$ cat src/core/msx_pkg.sv
// Purpose: shared constants and types for the multiply/saturate/store slice
// Assumes: 32-bit data, 16 architectural registers
// Notes:   register map offsets are byte addresses on the register bus
package msx_pkg;
  // ********
  // widths and register numbers
  // ********
  localparam int        DW        = 32;
  localparam logic [3:0] REG_SP   = 4'hD;    // stack pointer number
  localparam logic [3:0] REG_PC   = 4'hF;    // program counter number
  localparam logic [4:0] SHAMT_ZERO = 5'h00;
  localparam logic [31:0] WORD_STEP = 32'h0000_0004;
  // ********
  // bus register map
  // ********
  localparam logic [7:0] A_CTRL   = 8'h00;   // write: bit0 start
  localparam logic [7:0] A_INSTR  = 8'h04;   // instruction word
  localparam logic [7:0] A_OPA    = 8'h08;   // first source / base value
  localparam logic [7:0] A_OPB    = 8'h0C;   // second source value
  localparam logic [7:0] A_STAT   = 8'h10;   // status bits
  localparam logic [7:0] A_RES_LO = 8'h14;   // result low / single result
  localparam logic [7:0] A_RES_HI = 8'h18;   // result high
  localparam logic [7:0] A_ADDR   = 8'h1C;   // address / writeback value
  localparam logic [7:0] A_CNT    = 8'h20;   // words stored
  localparam logic [1:0] RESP_OK  = 2'h0;
  localparam logic [1:0] RESP_ERR = 2'h2;
  // status bit positions
  localparam int ST_BUSY = 0;
  localparam int ST_Q    = 1;
  localparam int ST_UNDEF= 2;
  localparam int ST_UNPR = 3;
  localparam int ST_UFLT = 4;
  localparam int ST_WB   = 5;
  localparam int ST_COPROC_TWO_REG_MOVE = 6;
  // ********
  // operation classes
  // ********
  typedef enum logic [2:0] {
    MSX_OP_NONE, MSX_OP_MULL, MSX_OP_SAT, MSX_OP_CPST, MSX_OP_STM16, MSX_OP_STM32
  } msx_op_t;
  // memory write channel
  typedef struct packed {
    logic        valid;
    logic [31:0] addr;
    logic [31:0] data;
  } msx_mem_t;
endpackage

$ cat src/core/msx_core.sv
// Purpose: decode and execute slice: long multiply, saturate, coprocessor and multiple store
// Assumes: AXI4-Lite register access, memory accepts one word per mem_ready
// Notes:   register file lives outside; operands are handed in through the bus
//
// Notes on behaviour
// - long multiply writes 64-bit signed product halves
// - saturate clamps to field-plus-one signed width
// - saturation sets sticky flag, else unchanged
// - shift bit set, zero amount is undefined
// - shift type and amount decoded from fields
// - no shift means left shift by zero
// - saturated result sign-extended to 32 bits
// - register 13 or 15 operands unpredictable
// - unaccepted coprocessor store raises usage fault
// - offset is word_offset_field times four, added or subtracted
// - pre-index picks offset address; writeback updates base
// - coprocessor words stored four bytes apart until done
// - all-zero mode bits undefined; long only is move
// - coprocessor store base fifteen is unpredictable
// - long bit passed to coprocessor on cp_long
// - four-bit field picks one of sixteen coprocessors
// - offset multiple of four, zero to 1020
// - multiple store ascends from base, optional writeback
// - short form zero-extends list, always writes back
// - wide form clears bits 13, 15; checks base
// - wide writeback with base in list unpredictable
// - lowest register stored at lowest address
//
// Added by the designer: the address map and the AXI4-Lite register port.
`timescale 1ns/1ns
module msx_core (
  input  wire logic                ref_clk,
  input  wire logic                rst,
  // axi4-lite slave
  input  wire logic [7:0]          s_axi_awaddr,
  input  wire logic                s_axi_awvalid,
  output      logic                s_axi_awready,
  input  wire logic [31:0]         s_axi_wdata,
  input  wire logic [3:0]          s_axi_wstrb,
  input  wire logic                s_axi_wvalid,
  output      logic                s_axi_wready,
  output      logic [1:0]          s_axi_bresp,
  output      logic                s_axi_bvalid,
  input  wire logic                s_axi_bready,
  input  wire logic [7:0]          s_axi_araddr,
  input  wire logic                s_axi_arvalid,
  output      logic                s_axi_arready,
  output      logic [31:0]         s_axi_rdata,
  output      logic [1:0]          s_axi_rresp,
  output      logic                s_axi_rvalid,
  input  wire logic                s_axi_rready,
  // register file reads for store multiple
  output      logic [3:0]          rf_rd_idx,
  input  wire logic [31:0]         rf_rd_data,
  // coprocessor side
  output      logic                cp_req,
  output      logic [3:0]          cp_num,
  output      logic                cp_long,
  output      logic [7:0]          cp_option,
  input  wire logic                cp_accept,
  input  wire logic                cp_reject,
  input  wire logic [31:0]         cp_word,
  input  wire logic                cp_done,
  output      logic                cp_word_taken,
  // memory side
  output      msx_pkg::msx_mem_t   mem_wr,
  input  wire logic                mem_ready,
  // fault event
  output      logic                usage_fault_a
);
  // ********
  // state and registers
  // ********
  typedef enum {S_IDLE, S_CPWAIT, S_CPXFER, S_STM} msx_st_t;
  msx_st_t      st_r;                 // sequencer state
  logic [31:0]  instr_r;              // captured instruction
  logic [31:0]  opa_r;                // first source or base value
  logic [31:0]  opb_r;                // second source value
  logic [31:0]  res_lo_r;             // low or single result
  logic [31:0]  res_hi_r;             // high result
  logic [31:0]  addr_r;               // running store address
  logic [31:0]  wb_r;                 // writeback value for base
  logic [15:0]  list_r;               // remaining store list
  logic [7:0]   cnt_r;                // words stored
  logic [6:0]   stat_r;               // status bits
  logic         start;                // software start strobe
  logic [1:0]   aw_ok_r;              // bit0 address held, bit1 data held
  logic [7:0]   awaddr_r;
  logic [31:0]  wdata_r;

  // ********
  // field decode
  // ********
  logic [15:0] hw1, hw2;
  assign hw1 = instr_r[31:16];        // first halfword
  assign hw2 = instr_r[15:0];         // second halfword
  logic [3:0] f_rn, f_rd, f_dest_high;
  assign f_rn   = hw1[3:0];
  assign f_rd   = hw2[11:8];
  assign f_dest_high = hw2[11:8];
  // operation class from opcode bits
  msx_pkg::msx_op_t op;
  always_comb begin
    if (instr_r[15:11] == 5'h18 && instr_r[31:16] == 16'h0000)
      op = msx_pkg::MSX_OP_STM16;
    else if (hw1[15:4] == 12'hFB8 && hw2[7:4] == 4'h0)
      op = msx_pkg::MSX_OP_MULL;
    else if (hw1[15:11] == 5'h1E && hw1[9:6] == 4'hC && hw1[4] == 1'b0)
      op = msx_pkg::MSX_OP_SAT;
    else if (hw1[15:13] == 3'h7 && hw1[11:9] == 3'h6 && hw1[4] == 1'b0)
      op = msx_pkg::MSX_OP_CPST;
    else if (hw1[15:6] == 10'h3A2 && hw1[4] == 1'b0)
      op = msx_pkg::MSX_OP_STM32;
    else
      op = msx_pkg::MSX_OP_NONE;
  end

  // long multiply
  logic signed [63:0] prod;
  assign prod = $signed(opa_r) * $signed(opb_r);

  // saturate: shift then clamp
  logic [4:0]  sat_amt;
  logic        sat_asr;
  logic [4:0]  sat_w1;                 // width minus one
  logic signed [31:0] shifted;
  logic signed [31:0] sat_hi, sat_lo;
  logic        sat_hit;
  logic [31:0] sat_res;
  assign sat_amt = {hw2[14:12], hw2[7:6]};
  assign sat_asr = hw1[5];                                    // shift type is hw1 bit 5
  assign sat_w1  = hw2[4:0];
  // zero amount with left shift is the no-shift form
  assign shifted = sat_asr ? ($signed(opa_r) >>> sat_amt)
                           : $signed(opa_r << sat_amt);
  assign sat_hi  = $signed((32'h0000_0001 << sat_w1) - 32'h0000_0001);
  assign sat_lo  = ~sat_hi;
  assign sat_hit = (shifted > sat_hi) || (shifted < sat_lo);
  // clamped value is already a sign-extended 32-bit word
  assign sat_res = (shifted > sat_hi) ? sat_hi :
                   (shifted < sat_lo) ? sat_lo : shifted;

  // coprocessor store fields
  logic cp_p, cp_u, cp_n, cp_w;
  logic [31:0] cp_imm, cp_off;
  assign {cp_p, cp_u, cp_n, cp_w} = hw1[8:5];
  assign cp_imm = {22'h0, hw2[7:0], 2'h0};
  assign cp_off = cp_u ? opa_r + cp_imm : opa_r - cp_imm;

  // store multiple list
  logic [15:0] stm_list;
  logic        stm_wb;
  logic [4:0]  stm_cnt;
  assign stm_list = (op == msx_pkg::MSX_OP_STM16) ? {8'h00, instr_r[7:0]}
                                                  : {1'b0, hw2[14], 1'b0, hw2[12:0]};
  assign stm_wb   = (op == msx_pkg::MSX_OP_STM16) ? 1'b1 : hw1[5];
  always_comb begin
    stm_cnt = 5'h00;
    for (int i = 0; i < 16; i++)
      stm_cnt = stm_cnt + {4'h0, stm_list[i]};
  end
  logic [3:0] stm_base;
  assign stm_base = (op == msx_pkg::MSX_OP_STM16) ? {1'b0, instr_r[10:8]} : f_rn;

  // lowest set bit of remaining list
  logic [3:0] low_idx;
  always_comb begin
    low_idx = 4'h0;
    for (int i = 15; i >= 0; i--)
      if (list_r[i]) low_idx = 4'(i);
  end

  // ********
  // bus write path
  // ********
  assign s_axi_awready = ~aw_ok_r[0];
  assign s_axi_wready  = ~aw_ok_r[1];
  // address and data latch in either order, response after both
  always_ff @(posedge ref_clk or posedge rst) begin
    if (rst) begin
      aw_ok_r  <= 2'h0;
      awaddr_r <= 8'h00;
      wdata_r  <= 32'h0000_0000;
      s_axi_bvalid <= 1'b0;
    end else begin
      if (s_axi_awvalid && s_axi_awready) begin
        aw_ok_r[0] <= 1'b1;
        awaddr_r   <= s_axi_awaddr;
      end
      if (s_axi_wvalid && s_axi_wready) begin
        aw_ok_r[1] <= 1'b1;
        wdata_r    <= s_axi_wdata;
      end
      if (aw_ok_r == 2'h3 && !s_axi_bvalid)
        s_axi_bvalid <= 1'b1;
      if (s_axi_bvalid && s_axi_bready) begin
        s_axi_bvalid <= 1'b0;
        aw_ok_r      <= 2'h0;
      end
    end
  end
  logic wr_fire;
  assign wr_fire = (aw_ok_r == 2'h3) && !s_axi_bvalid;
  assign s_axi_bresp = msx_pkg::RESP_OK;
  assign start = wr_fire && awaddr_r == msx_pkg::A_CTRL && wdata_r[0] && st_r == S_IDLE;

  // operand registers, writable only while idle
  always_ff @(posedge ref_clk or posedge rst) begin
    if (rst) begin
      instr_r <= 32'h0000_0000;
      opa_r   <= 32'h0000_0000;
      opb_r   <= 32'h0000_0000;
    end else if (wr_fire && st_r == S_IDLE) begin
      if (awaddr_r == msx_pkg::A_INSTR) instr_r <= wdata_r;
      if (awaddr_r == msx_pkg::A_OPA)   opa_r   <= wdata_r;
      if (awaddr_r == msx_pkg::A_OPB)   opb_r   <= wdata_r;
    end
  end

  // ********
  // bus read path
  // ********
  assign s_axi_arready = ~s_axi_rvalid;
  always_ff @(posedge ref_clk or posedge rst) begin
    if (rst) begin
      s_axi_rvalid <= 1'b0;
      s_axi_rdata  <= 32'h0000_0000;
      s_axi_rresp  <= msx_pkg::RESP_OK;
    end else if (s_axi_arvalid && s_axi_arready) begin
      s_axi_rvalid <= 1'b1;
      s_axi_rresp  <= msx_pkg::RESP_OK;
      case (s_axi_araddr)
        msx_pkg::A_CTRL:   s_axi_rdata <= 32'h0000_0000;
        msx_pkg::A_INSTR:  s_axi_rdata <= instr_r;
        msx_pkg::A_OPA:    s_axi_rdata <= opa_r;
        msx_pkg::A_OPB:    s_axi_rdata <= opb_r;
        msx_pkg::A_STAT:   s_axi_rdata <= {25'h0, stat_r};
        msx_pkg::A_RES_LO: s_axi_rdata <= res_lo_r;
        msx_pkg::A_RES_HI: s_axi_rdata <= res_hi_r;
        msx_pkg::A_ADDR:   s_axi_rdata <= wb_r;
        msx_pkg::A_CNT:    s_axi_rdata <= {24'h0, cnt_r};
        default: begin
          s_axi_rdata <= 32'h0000_0000;
          s_axi_rresp <= msx_pkg::RESP_ERR;   // unmapped address
        end
      endcase
    end else if (s_axi_rvalid && s_axi_rready) begin
      s_axi_rvalid <= 1'b0;
    end
  end

  // ********
  // execute sequencer
  // ********
  logic mem_go;
  assign mem_go = mem_wr.valid && mem_ready;
  assign cp_word_taken = (st_r == S_CPXFER) && mem_go;
  assign cp_num    = hw2[11:8];
  assign cp_long   = cp_n;
  assign cp_option = hw2[7:0];
  assign cp_req    = (st_r == S_CPWAIT);
  assign rf_rd_idx = low_idx;

  // main sequence, results and status
  always_ff @(posedge ref_clk or posedge rst) begin
    if (rst) begin
      st_r     <= S_IDLE;
      res_lo_r <= 32'h0000_0000;
      res_hi_r <= 32'h0000_0000;
      addr_r   <= 32'h0000_0000;
      wb_r     <= 32'h0000_0000;
      list_r   <= 16'h0000;
      cnt_r    <= 8'h00;
      stat_r   <= 7'h00;
      mem_wr   <= '0;
      usage_fault_a <= 1'b0;
    end else begin
      usage_fault_a <= 1'b0;
      // software clears the sticky flag by writing the status word with its bit set
      if (wr_fire && awaddr_r == msx_pkg::A_STAT && wdata_r[msx_pkg::ST_Q])
        stat_r[msx_pkg::ST_Q] <= 1'b0;
      case (st_r)
        S_IDLE: if (start) begin
          stat_r[msx_pkg::ST_COPROC_TWO_REG_MOVE:msx_pkg::ST_UNDEF] <= 5'h00;  // fresh outcome bits
          cnt_r <= 8'h00;
          case (op)
            msx_pkg::MSX_OP_MULL: begin
              res_hi_r <= prod[63:32];
              res_lo_r <= prod[31:0];
              stat_r[msx_pkg::ST_UNPR] <= (f_dest_high == hw2[15:12]);
            end
            msx_pkg::MSX_OP_SAT: begin
              if (sat_asr && sat_amt == msx_pkg::SHAMT_ZERO) begin
                stat_r[msx_pkg::ST_UNDEF] <= 1'b1;
              end else begin
                res_lo_r <= sat_res;
                if (sat_hit) stat_r[msx_pkg::ST_Q] <= 1'b1;
                stat_r[msx_pkg::ST_UNPR] <= f_rd == msx_pkg::REG_SP || f_rd == msx_pkg::REG_PC ||
                                            f_rn == msx_pkg::REG_SP || f_rn == msx_pkg::REG_PC;
              end
            end
            msx_pkg::MSX_OP_CPST: begin
              if (!cp_p && !cp_u && !cp_w) begin
                stat_r[msx_pkg::ST_UNDEF] <= !cp_n;
                stat_r[msx_pkg::ST_COPROC_TWO_REG_MOVE]  <= cp_n;
              end else begin
                stat_r[msx_pkg::ST_UNPR] <= (f_rn == msx_pkg::REG_PC);
                addr_r <= cp_p ? cp_off : opa_r;
                st_r   <= S_CPWAIT;
                stat_r[msx_pkg::ST_BUSY] <= 1'b1;
              end
            end
            msx_pkg::MSX_OP_STM16, msx_pkg::MSX_OP_STM32: begin
              stat_r[msx_pkg::ST_UNPR] <= (op == msx_pkg::MSX_OP_STM16) ? (stm_cnt == 5'h00)
                : (f_rn == msx_pkg::REG_PC || stm_cnt < 5'h02 ||
                   (stm_wb && stm_list[f_rn]));
              list_r <= stm_list;
              addr_r <= opa_r;
              wb_r   <= opa_r + {25'h0, stm_cnt, 2'h0};
              stat_r[msx_pkg::ST_WB] <= stm_wb;
              if (stm_cnt != 5'h00) begin
                st_r <= S_STM;
                stat_r[msx_pkg::ST_BUSY] <= 1'b1;
              end
            end
            default: stat_r[msx_pkg::ST_UNDEF] <= 1'b1;
          endcase
        end
        S_CPWAIT: begin
          if (cp_reject) begin
            usage_fault_a <= 1'b1;
            stat_r[msx_pkg::ST_UFLT] <= 1'b1;                 // base untouched
            stat_r[msx_pkg::ST_BUSY] <= 1'b0;
            st_r <= S_IDLE;
          end else if (cp_accept) begin
            wb_r <= cp_off;
            stat_r[msx_pkg::ST_WB] <= cp_w;
            mem_wr <= '{valid: 1'b1, addr: addr_r, data: cp_word};
            st_r <= S_CPXFER;
          end
        end
        // next word shows only after the taken pulse, so it is loaded a cycle later
        S_CPXFER: if (!mem_wr.valid) begin
          mem_wr.valid <= 1'b1;
          mem_wr.data  <= cp_word;
        end else if (mem_go) begin
          cnt_r <= cnt_r + 8'h01;
          mem_wr.valid <= 1'b0;
          if (cp_done) begin
            stat_r[msx_pkg::ST_BUSY] <= 1'b0;
            st_r <= S_IDLE;
          end else begin
            mem_wr.addr <= mem_wr.addr + msx_pkg::WORD_STEP;
          end
        end
        S_STM: begin
          if (!mem_wr.valid || mem_go) begin
            if (mem_go) cnt_r <= cnt_r + 8'h01;
            if (list_r != 16'h0000) begin
              mem_wr <= '{valid: 1'b1, addr: addr_r, data: rf_rd_data};
              addr_r <= addr_r + msx_pkg::WORD_STEP;
              list_r[low_idx] <= 1'b0;
            end else begin
              mem_wr.valid <= 1'b0;
              stat_r[msx_pkg::ST_BUSY] <= 1'b0;
              st_r <= S_IDLE;
            end
          end
        end
        default: st_r <= S_IDLE;
      endcase
    end
  end

  // ********
  // checks
  // ********
  a_undef_no_req: assert property (@(posedge ref_clk) disable iff (rst)
    cp_req |-> !stat_r[msx_pkg::ST_UNDEF])
    else $error("undefined store offered to coprocessor");
  a_xfer_step: assert property (@(posedge ref_clk) disable iff (rst)
    (st_r == S_CPXFER && mem_go && !cp_done) |=> mem_wr.addr == $past(mem_wr.addr) + 32'h4)
    else $error("store address did not step by one word");
  a_fault_no_mem: assert property (@(posedge ref_clk) disable iff (rst)
    usage_fault_a |-> !mem_wr.valid && !stat_r[msx_pkg::ST_WB])
    else $error("fault with memory activity or writeback");
  a_sat_sticky: assert property (@(posedge ref_clk) disable iff (rst)
    (st_r == S_IDLE && start && op == msx_pkg::MSX_OP_SAT && !sat_asr && sat_hit)
    |=> stat_r[msx_pkg::ST_Q])
    else $error("saturation flag not set");
  a_mull_hi: assert property (@(posedge ref_clk) disable iff (rst)
    (start && op == msx_pkg::MSX_OP_MULL) |=> {res_hi_r, res_lo_r} == $past(prod))
    else $error("product halves wrong");
  a_sat_range: assert property (@(posedge ref_clk) disable iff (rst)
    (start && op == msx_pkg::MSX_OP_SAT && !(sat_asr && sat_amt == msx_pkg::SHAMT_ZERO))
    |=> $signed(res_lo_r) <= $past(sat_hi) && $signed(res_lo_r) >= $past(sat_lo))
    else $error("saturated result out of range");
  c_cp_store: cover property (@(posedge ref_clk) st_r == S_CPXFER && mem_go && cp_done);
  c_stm: cover property (@(posedge ref_clk) st_r == S_STM && list_r == 16'h0000);
  c_fault: cover property (@(posedge ref_clk) usage_fault_a);
endmodule

$ cat config.mk
export PLATFORM = sky130hd
export DESIGN_NAME = msx_core
export DESIGN_NICKNAME = d
export VERILOG_FILES = /design/src/core/msx_pkg.sv /design/src/core/msx_core.sv
export SDC_FILE = /design/constraint.sdc
export NUM_CORES = 2
export LEC_CHECK = 0
export BUFFER_PORTS_ARGS = -buffer_cell sky130_fd_sc_hd__buf_4
export CAP_MARGIN = 20
export CELL_PAD_IN_SITES_DETAIL_PLACEMENT = 1
export CELL_PAD_IN_SITES_GLOBAL_PLACEMENT = 2
export CORE_MARGIN = 5
export CORE_UTILIZATION = 40
export CTS_CLUSTER_SIZE = 16
export DETAILED_ROUTE_END_ITERATION = 10
export PLACE_DENSITY_LB_ADDON = 0.1
export SYNTH_ARGS = -nofsm -noshare
export SYNTH_HDL_FRONTEND = slang
export SYNTH_SLANG_ARGS = --single-unit
$ cat constraint.sdc
create_clock -name ref_clk -period 17.8 [get_ports ref_clk]
set_input_delay 3.56 -clock ref_clk [delete_from_list [all_inputs] [get_ports ref_clk]]
set_output_delay 3.56 -clock ref_clk [all_outputs]
set_load 0.005 [all_outputs]
# ---- Yosys cells after proc, flatten, opt, wreduce, memory -nomap -nowiden
# Cells that the tools add are included.
dict set report word_totals {
  reg_bits 431
  in_bits 127
  output_inout_bits 126
  wordCells 317
}
dict set report op_classes {
  addsub 22
  n_mul 1
  n_lt_le_gt_ge 6
  eq_ne 53
  n_shift 3
  n_mux 119
  bitwise 7
  n_reduce_logical 79
}
# cell n
set ops {}
lappend ops {{two-way mux 32 bit} 27}
lappend ops {{one-hot mux 32 bit (2 select lines)} 5}
lappend ops {{one-hot mux 32 bit (8 select lines)} 1}
lappend ops {{two-way mux 65 bit} 3}
lappend ops {{one-hot mux 65 bit (3 select lines)} 1}
lappend ops {{one-hot mux 32 bit (4 select lines)} 1}
lappend ops {{equality test 32 x 2 -> 1 bit (second input constant)} 3}
lappend ops {{adder 32 x 3 -> 32 bit (second input constant)} 2}
lappend ops {{zero test 32 bit} 2}
lappend ops {{multiplier 32 x 32 -> 64 bit} 1}
lappend ops {{two-way mux 16 bit} 4}
lappend ops {{two-way mux 4 bit} 16}
lappend ops {{two-way mux 64 bit} 1}
lappend ops {{adder 5 x 1 -> 5 bit} 10}
lappend ops {{equality test 8 x 5 -> 1 bit (second input constant)} 5}
lappend ops {{two-way mux 1 bit} 37}
lappend ops {{two-way mux 33 bit} 1}
lappend ops {{adder 32 x 10 -> 32 bit} 1}
lappend ops {{adder 32 x 7 -> 32 bit} 1}
lappend ops {{equality test 32 x 1 -> 1 bit (second input constant)} 1}
lappend ops {{equality test 32 x 3 -> 1 bit (second input constant)} 1}
lappend ops {{equality test 8 x 4 -> 1 bit (second input constant)} 4}
lappend ops {{greater-than comparator 32 bit} 1}
lappend ops {{less-than comparator 32 bit} 1}
lappend ops {{other kinds (69)} 160}

# ---- Logic depth before layout (Yosys ltp)
dict set report logic_depth {
  ltp_word 31
  depth_mapped 34
  mapped_depth_nobuf 30
}

# ---- Least setup slack after synthesis
# OpenSTA, ideal clock, no wires.
dict set report synth_path {
  path_kind {register to register}
  start {reg opa_r[31]}
  end {reg res_hi_r[31]}
  setup_time_ps 125
  arrival_ps 8355
  t_required_ps 17675
  setup_slack_ps 9320
  path_stages_with_launch 31
  n_path_buf 3
  synth_period_minus_slack_ps 8480
  path_cell_list {dfrtp_1 clkbuf_1 buf_1 clkbuf_1 nand2_1 inv_1 fa_1 inv_1 fa_1 inv_1 fa_1 fa_1 inv_1 fa_1 inv_1 fa_1 inv_1 fa_1 inv_1 fa_1 ha_1 a21oi_1 nand2_1 a21o_1 a21boi_0 o2111ai_1 nand2_1 o21ai_1 a221oi_1 xnor2_1 mux2_2}
}
dict set report synth_via {
  elab_chain_len 1
}
# item line_no
set synth_rtl {}
lappend synth_rtl {{start, declared} msx_core.sv:77} ;# logic [31:0] opa_r;
lappend synth_rtl {{start signal, assigned} msx_core.sv:215} ;# if (awaddr_r == msx_pkg::A_OPA) opa_r <= wdata_r;
lappend synth_rtl {{multiplier 32 x 32 -> 64 bit} msx_core.sv:120} ;# assign prod = $signed(opa_r) * $signed(opb_r);
lappend synth_rtl {{end signal, assigned} msx_core.sv:288} ;# res_hi_r <= prod[63:32];
lappend synth_rtl {{end, declared} msx_core.sv:80} ;# logic [31:0] res_hi_r;
# No other way between the ends.
# A chain may end at the register's enable or synchronous reset.

# ---- Worst setup path in the final report
dict set report layout_path {
  start {reg opb_r[5]}
  end {reg res_hi_r[31]}
}
dict set report layout_via {
  elab_chain_len 1
}
# item line_no
set layout_rtl {}
lappend layout_rtl {{start, declared} msx_core.sv:78} ;# logic [31:0] opb_r;
lappend layout_rtl {{start signal, assigned} msx_core.sv:216} ;# if (awaddr_r == msx_pkg::A_OPB) opb_r <= wdata_r;
lappend layout_rtl {{multiplier 32 x 32 -> 64 bit} msx_core.sv:120}
# No other way between the ends.

==> metrics.cfg <==
[grt]
use_met1_pct=40.9
grt_pass1_wl_um=375000
grt_max_degree=125
grt.busiest_layer=met2
antenna_found_initial=19
grt_pass1_vias=57515
overflow=0
grt_use_met2_pct=48.2
use_met3_pct=2.84
grt_usage_pct=29.3

[timing]
fmax_mhz=103
tns_ns=0
timing.final.crit_share_pct=54.4
timing.hold.ws_ns=0.469
rsz0062_at_grt=no
slew_headroom_pct=17.8
tightest_slew_ns=1.22
slew_violations=0
setup_violations=0
final_hold_viol_count=0
setup_slack_ns=8.11
min_period_ns=9.69
fin_skew_ns=0.0160

[critical_path]
slowest_delay_ns=1.00
reg2reg_slack_ns=8.11
critical_path_required_ns=18.28
cp_max_fo=34
worstSetupEndpointType=flip-flop
cpMostUsedCell=fa_1
reg2reg_depth=28
cp-start-kind=flip-flop
crit_buf_inv=8
critPathSlowestCell=fa_1
cp.arrival_ns=10.17
cp-startpoint=opb_r[5]
r2r-end=res_hi_r[31]
cpLargestDelayFamily=adder cells
reg2reg_from=opb_r[5]
path_class=flip-flop to flip-flop

[power]
total_power_w=0.00737
powerDensity_nw_per_um2=105
p_sw_share_pct=56.1
power.leakage_nw=34.2
internal-power_w=0.00324
p_sw_w=0.00414
vdd_drop_max_uv=181
pwr-share-clk_pct=14.0
seq_power_share_pct=20.8
pwr-share-comb_pct=65.3

[finish]
nNetsFinal=8576
regArea_sq_um=10100
fillers=18493
syn_to_final_growth_pct=8.41
utilization_pct=43.6
multi_input_area_sq_um=48700
drive_above_1_share_pct=10.8

[route]
vias=52266
wl_per_cell_um=26.7
drt_first_pass_iters=7
drc=0
drtAntennaViolNets=0
drtIter0Drc=3998
viasPerCell=5.64
wl_um=247000

[clock_network]
cts_root_buf=clkbuf_16
post-cts-setup-buffers=0
cts_tree=yes
clock_sink_count=400
clk_pin_slew_ns=0.06
cts_made_buffers=49
clk_latency_ns=0.60
h-tree-depth=2
cts_buffer_depth=3
hold_buffers=0
cts_resized=0

[synthesis]
avgSynthCellArea_sq_um=9.07
synth-edff-count=0
netlist_area_sq_um=64500
yosysUniqueCellTypes=93
yosys_warnings=0
synth_cells=7114
yosysSeqAreaShare_pct=15.5
synth_async_sr_flop_share_pct=100
synthFlopType=dfrtp_1
ys_seq_elements=400

[outcome]
status=completed

[min_path]
min_to=stat_r[6]
worstHoldPathType=flip-flop to flip-flop
hp-start=stat_r[6]
min_path_cells=2

[floorplan]
dieArea_sq_um=169000
ios=253
fp.dieH_um=412
die_width_um=412
core_sq_um=160000
start_util_pct=40.2
row_count=147

[placement]
dp_hpwl_um=191000
dp_slack_ns=8.04
gp_congestion=0.924
portBuffers=245

[job]
maxCapViolations=0

==> worst max-delay path by stage <==
| stage | endpoint | cells after the start |
|---|---|---|
| after CTS | res_hi_r[31] | 28 |
| after floorplan | addr_r[0] | 1 |
| after global placement | res_hi_r[31] | 27 |
| final | res_hi_r[31] | 28 |
| after global routing | res_hi_r[31] | 28 |
| after detailed placement | res_hi_r[31] | 28 |
==> cell type report <==
cell class,instances,share of cell area (%)
Tap cell,2160,3.86
Sequential cell,400,14.4
Multi-Input combinational cell,5164,69.6
Antenna cell,6,0.0215
Clock buffer,67,1.95
Clock inverter,23,0.367
Timing Repair Buffer,379,4.09
Inverter,1067,5.74
==> power by group through the flow <==
stage	sequential (W)	clock, W	combinational (W)
floorplan	0.00128	0	0.00299
CTS	0.00152	0.00105	0.00475
global route	0.00155	0.00108	0.00516
finish	0.00153	0.00103	0.00481
detailed placement	0.00154	0	0.00472
global placement	0.00153	0	0.00465
==> through the flow <==
step	cells	area, sq um
5_1_grt	9260	69900
6_report	9266	69900
3_3_place_gp	9166	68300
2_1_floorplan	7116	64500
3_5_place_dp	9169	68300
4_1_cts	9259	69900
==> cell usage in the layout, fill, tap and decap left out, types with 49 or more instances in the layout <==
cell,n
ha_1,295
nand2_1,854
xnor2_1,81
a21o_1,77
nor3_1,82
buf_4,375
nand3_1,100
a21oi_1,273
o21ai_0,338
fa_1,1093
clkbuf_16,49
dfrtp_1,359
xor2_1,65
and2_1,525
mux2i_1,119
inv_1,1062
mux2_2,174
nor2_1,336
==> layer usage <==
layer	vias up	wire [um]	share of wire [%]
li1	22673	-	-
met1	27811	110000	44
met2	1456	115000	47
met3	318	13300	5.4
met4	8	8890	3.6
met5	-	49	0.020
==> flip-flops by register name, indices dropped and copies added (netlist names) <==
name,cells
mem_wr,65
addr_r,32
instr_r,32
opa_r,32
opb_r,32
res_hi_r,32
res_lo_r,32
s_axi_rdata,32
wb_r,32
wdata_r,32
list_r,16
awaddr_r,8
cnt_r,8
stat_r,7
aw_ok_r,2
st_r,2
s_axi_bvalid,1
s_axi_rresp,1
s_axi_rvalid,1
usage_fault_a,1
==> cells in the mapped netlist (102+ instances only) <==
cell	n	area, sq um
fa_1	1093	21900
clkbuf_1	386	1450
nor2_1	342	1280
mux2i_1	119	1190
nand2_1	857	3220
o21ai_0	339	1700
and2_1	525	3280
ha_1	295	3690
dfrtp_1	400	10000
nand3_1	102	510
mux2_2	174	1960
a21oi_1	274	1370
inv_1	1063	3990
==> worst register-to-register path, delay by kind of cell (launching register included) <==
family | cells | cell delay, ns
fa+ha+maj | 9 | 4.91
xor+xnor | 1 | 0.11
compound gates | 6 | 1.61
mux | 1 | 0.26
buf+inv | 8 | 1.67
simple gates | 3 | 0.68
flops | 1 | 0.34
==> logic make-up (layout without fill, tap and decap cells) <==
family	count (synthesis)	after routing	synth area share [%]
and+or+nand+nor	2158	2158	16.1
buffers and inverters	1552	1536	9.22
adders and majority gates	1388	1388	39.6
AOI/OAI and AO/OA	1139	1139	11.4
DFF	400	400	15.5
muxes	330	330	6.17
xor gates and xnor gates	146	146	1.98
other	1	9	0.00581
No activity file was read; power rests on OpenSTA's default activity.
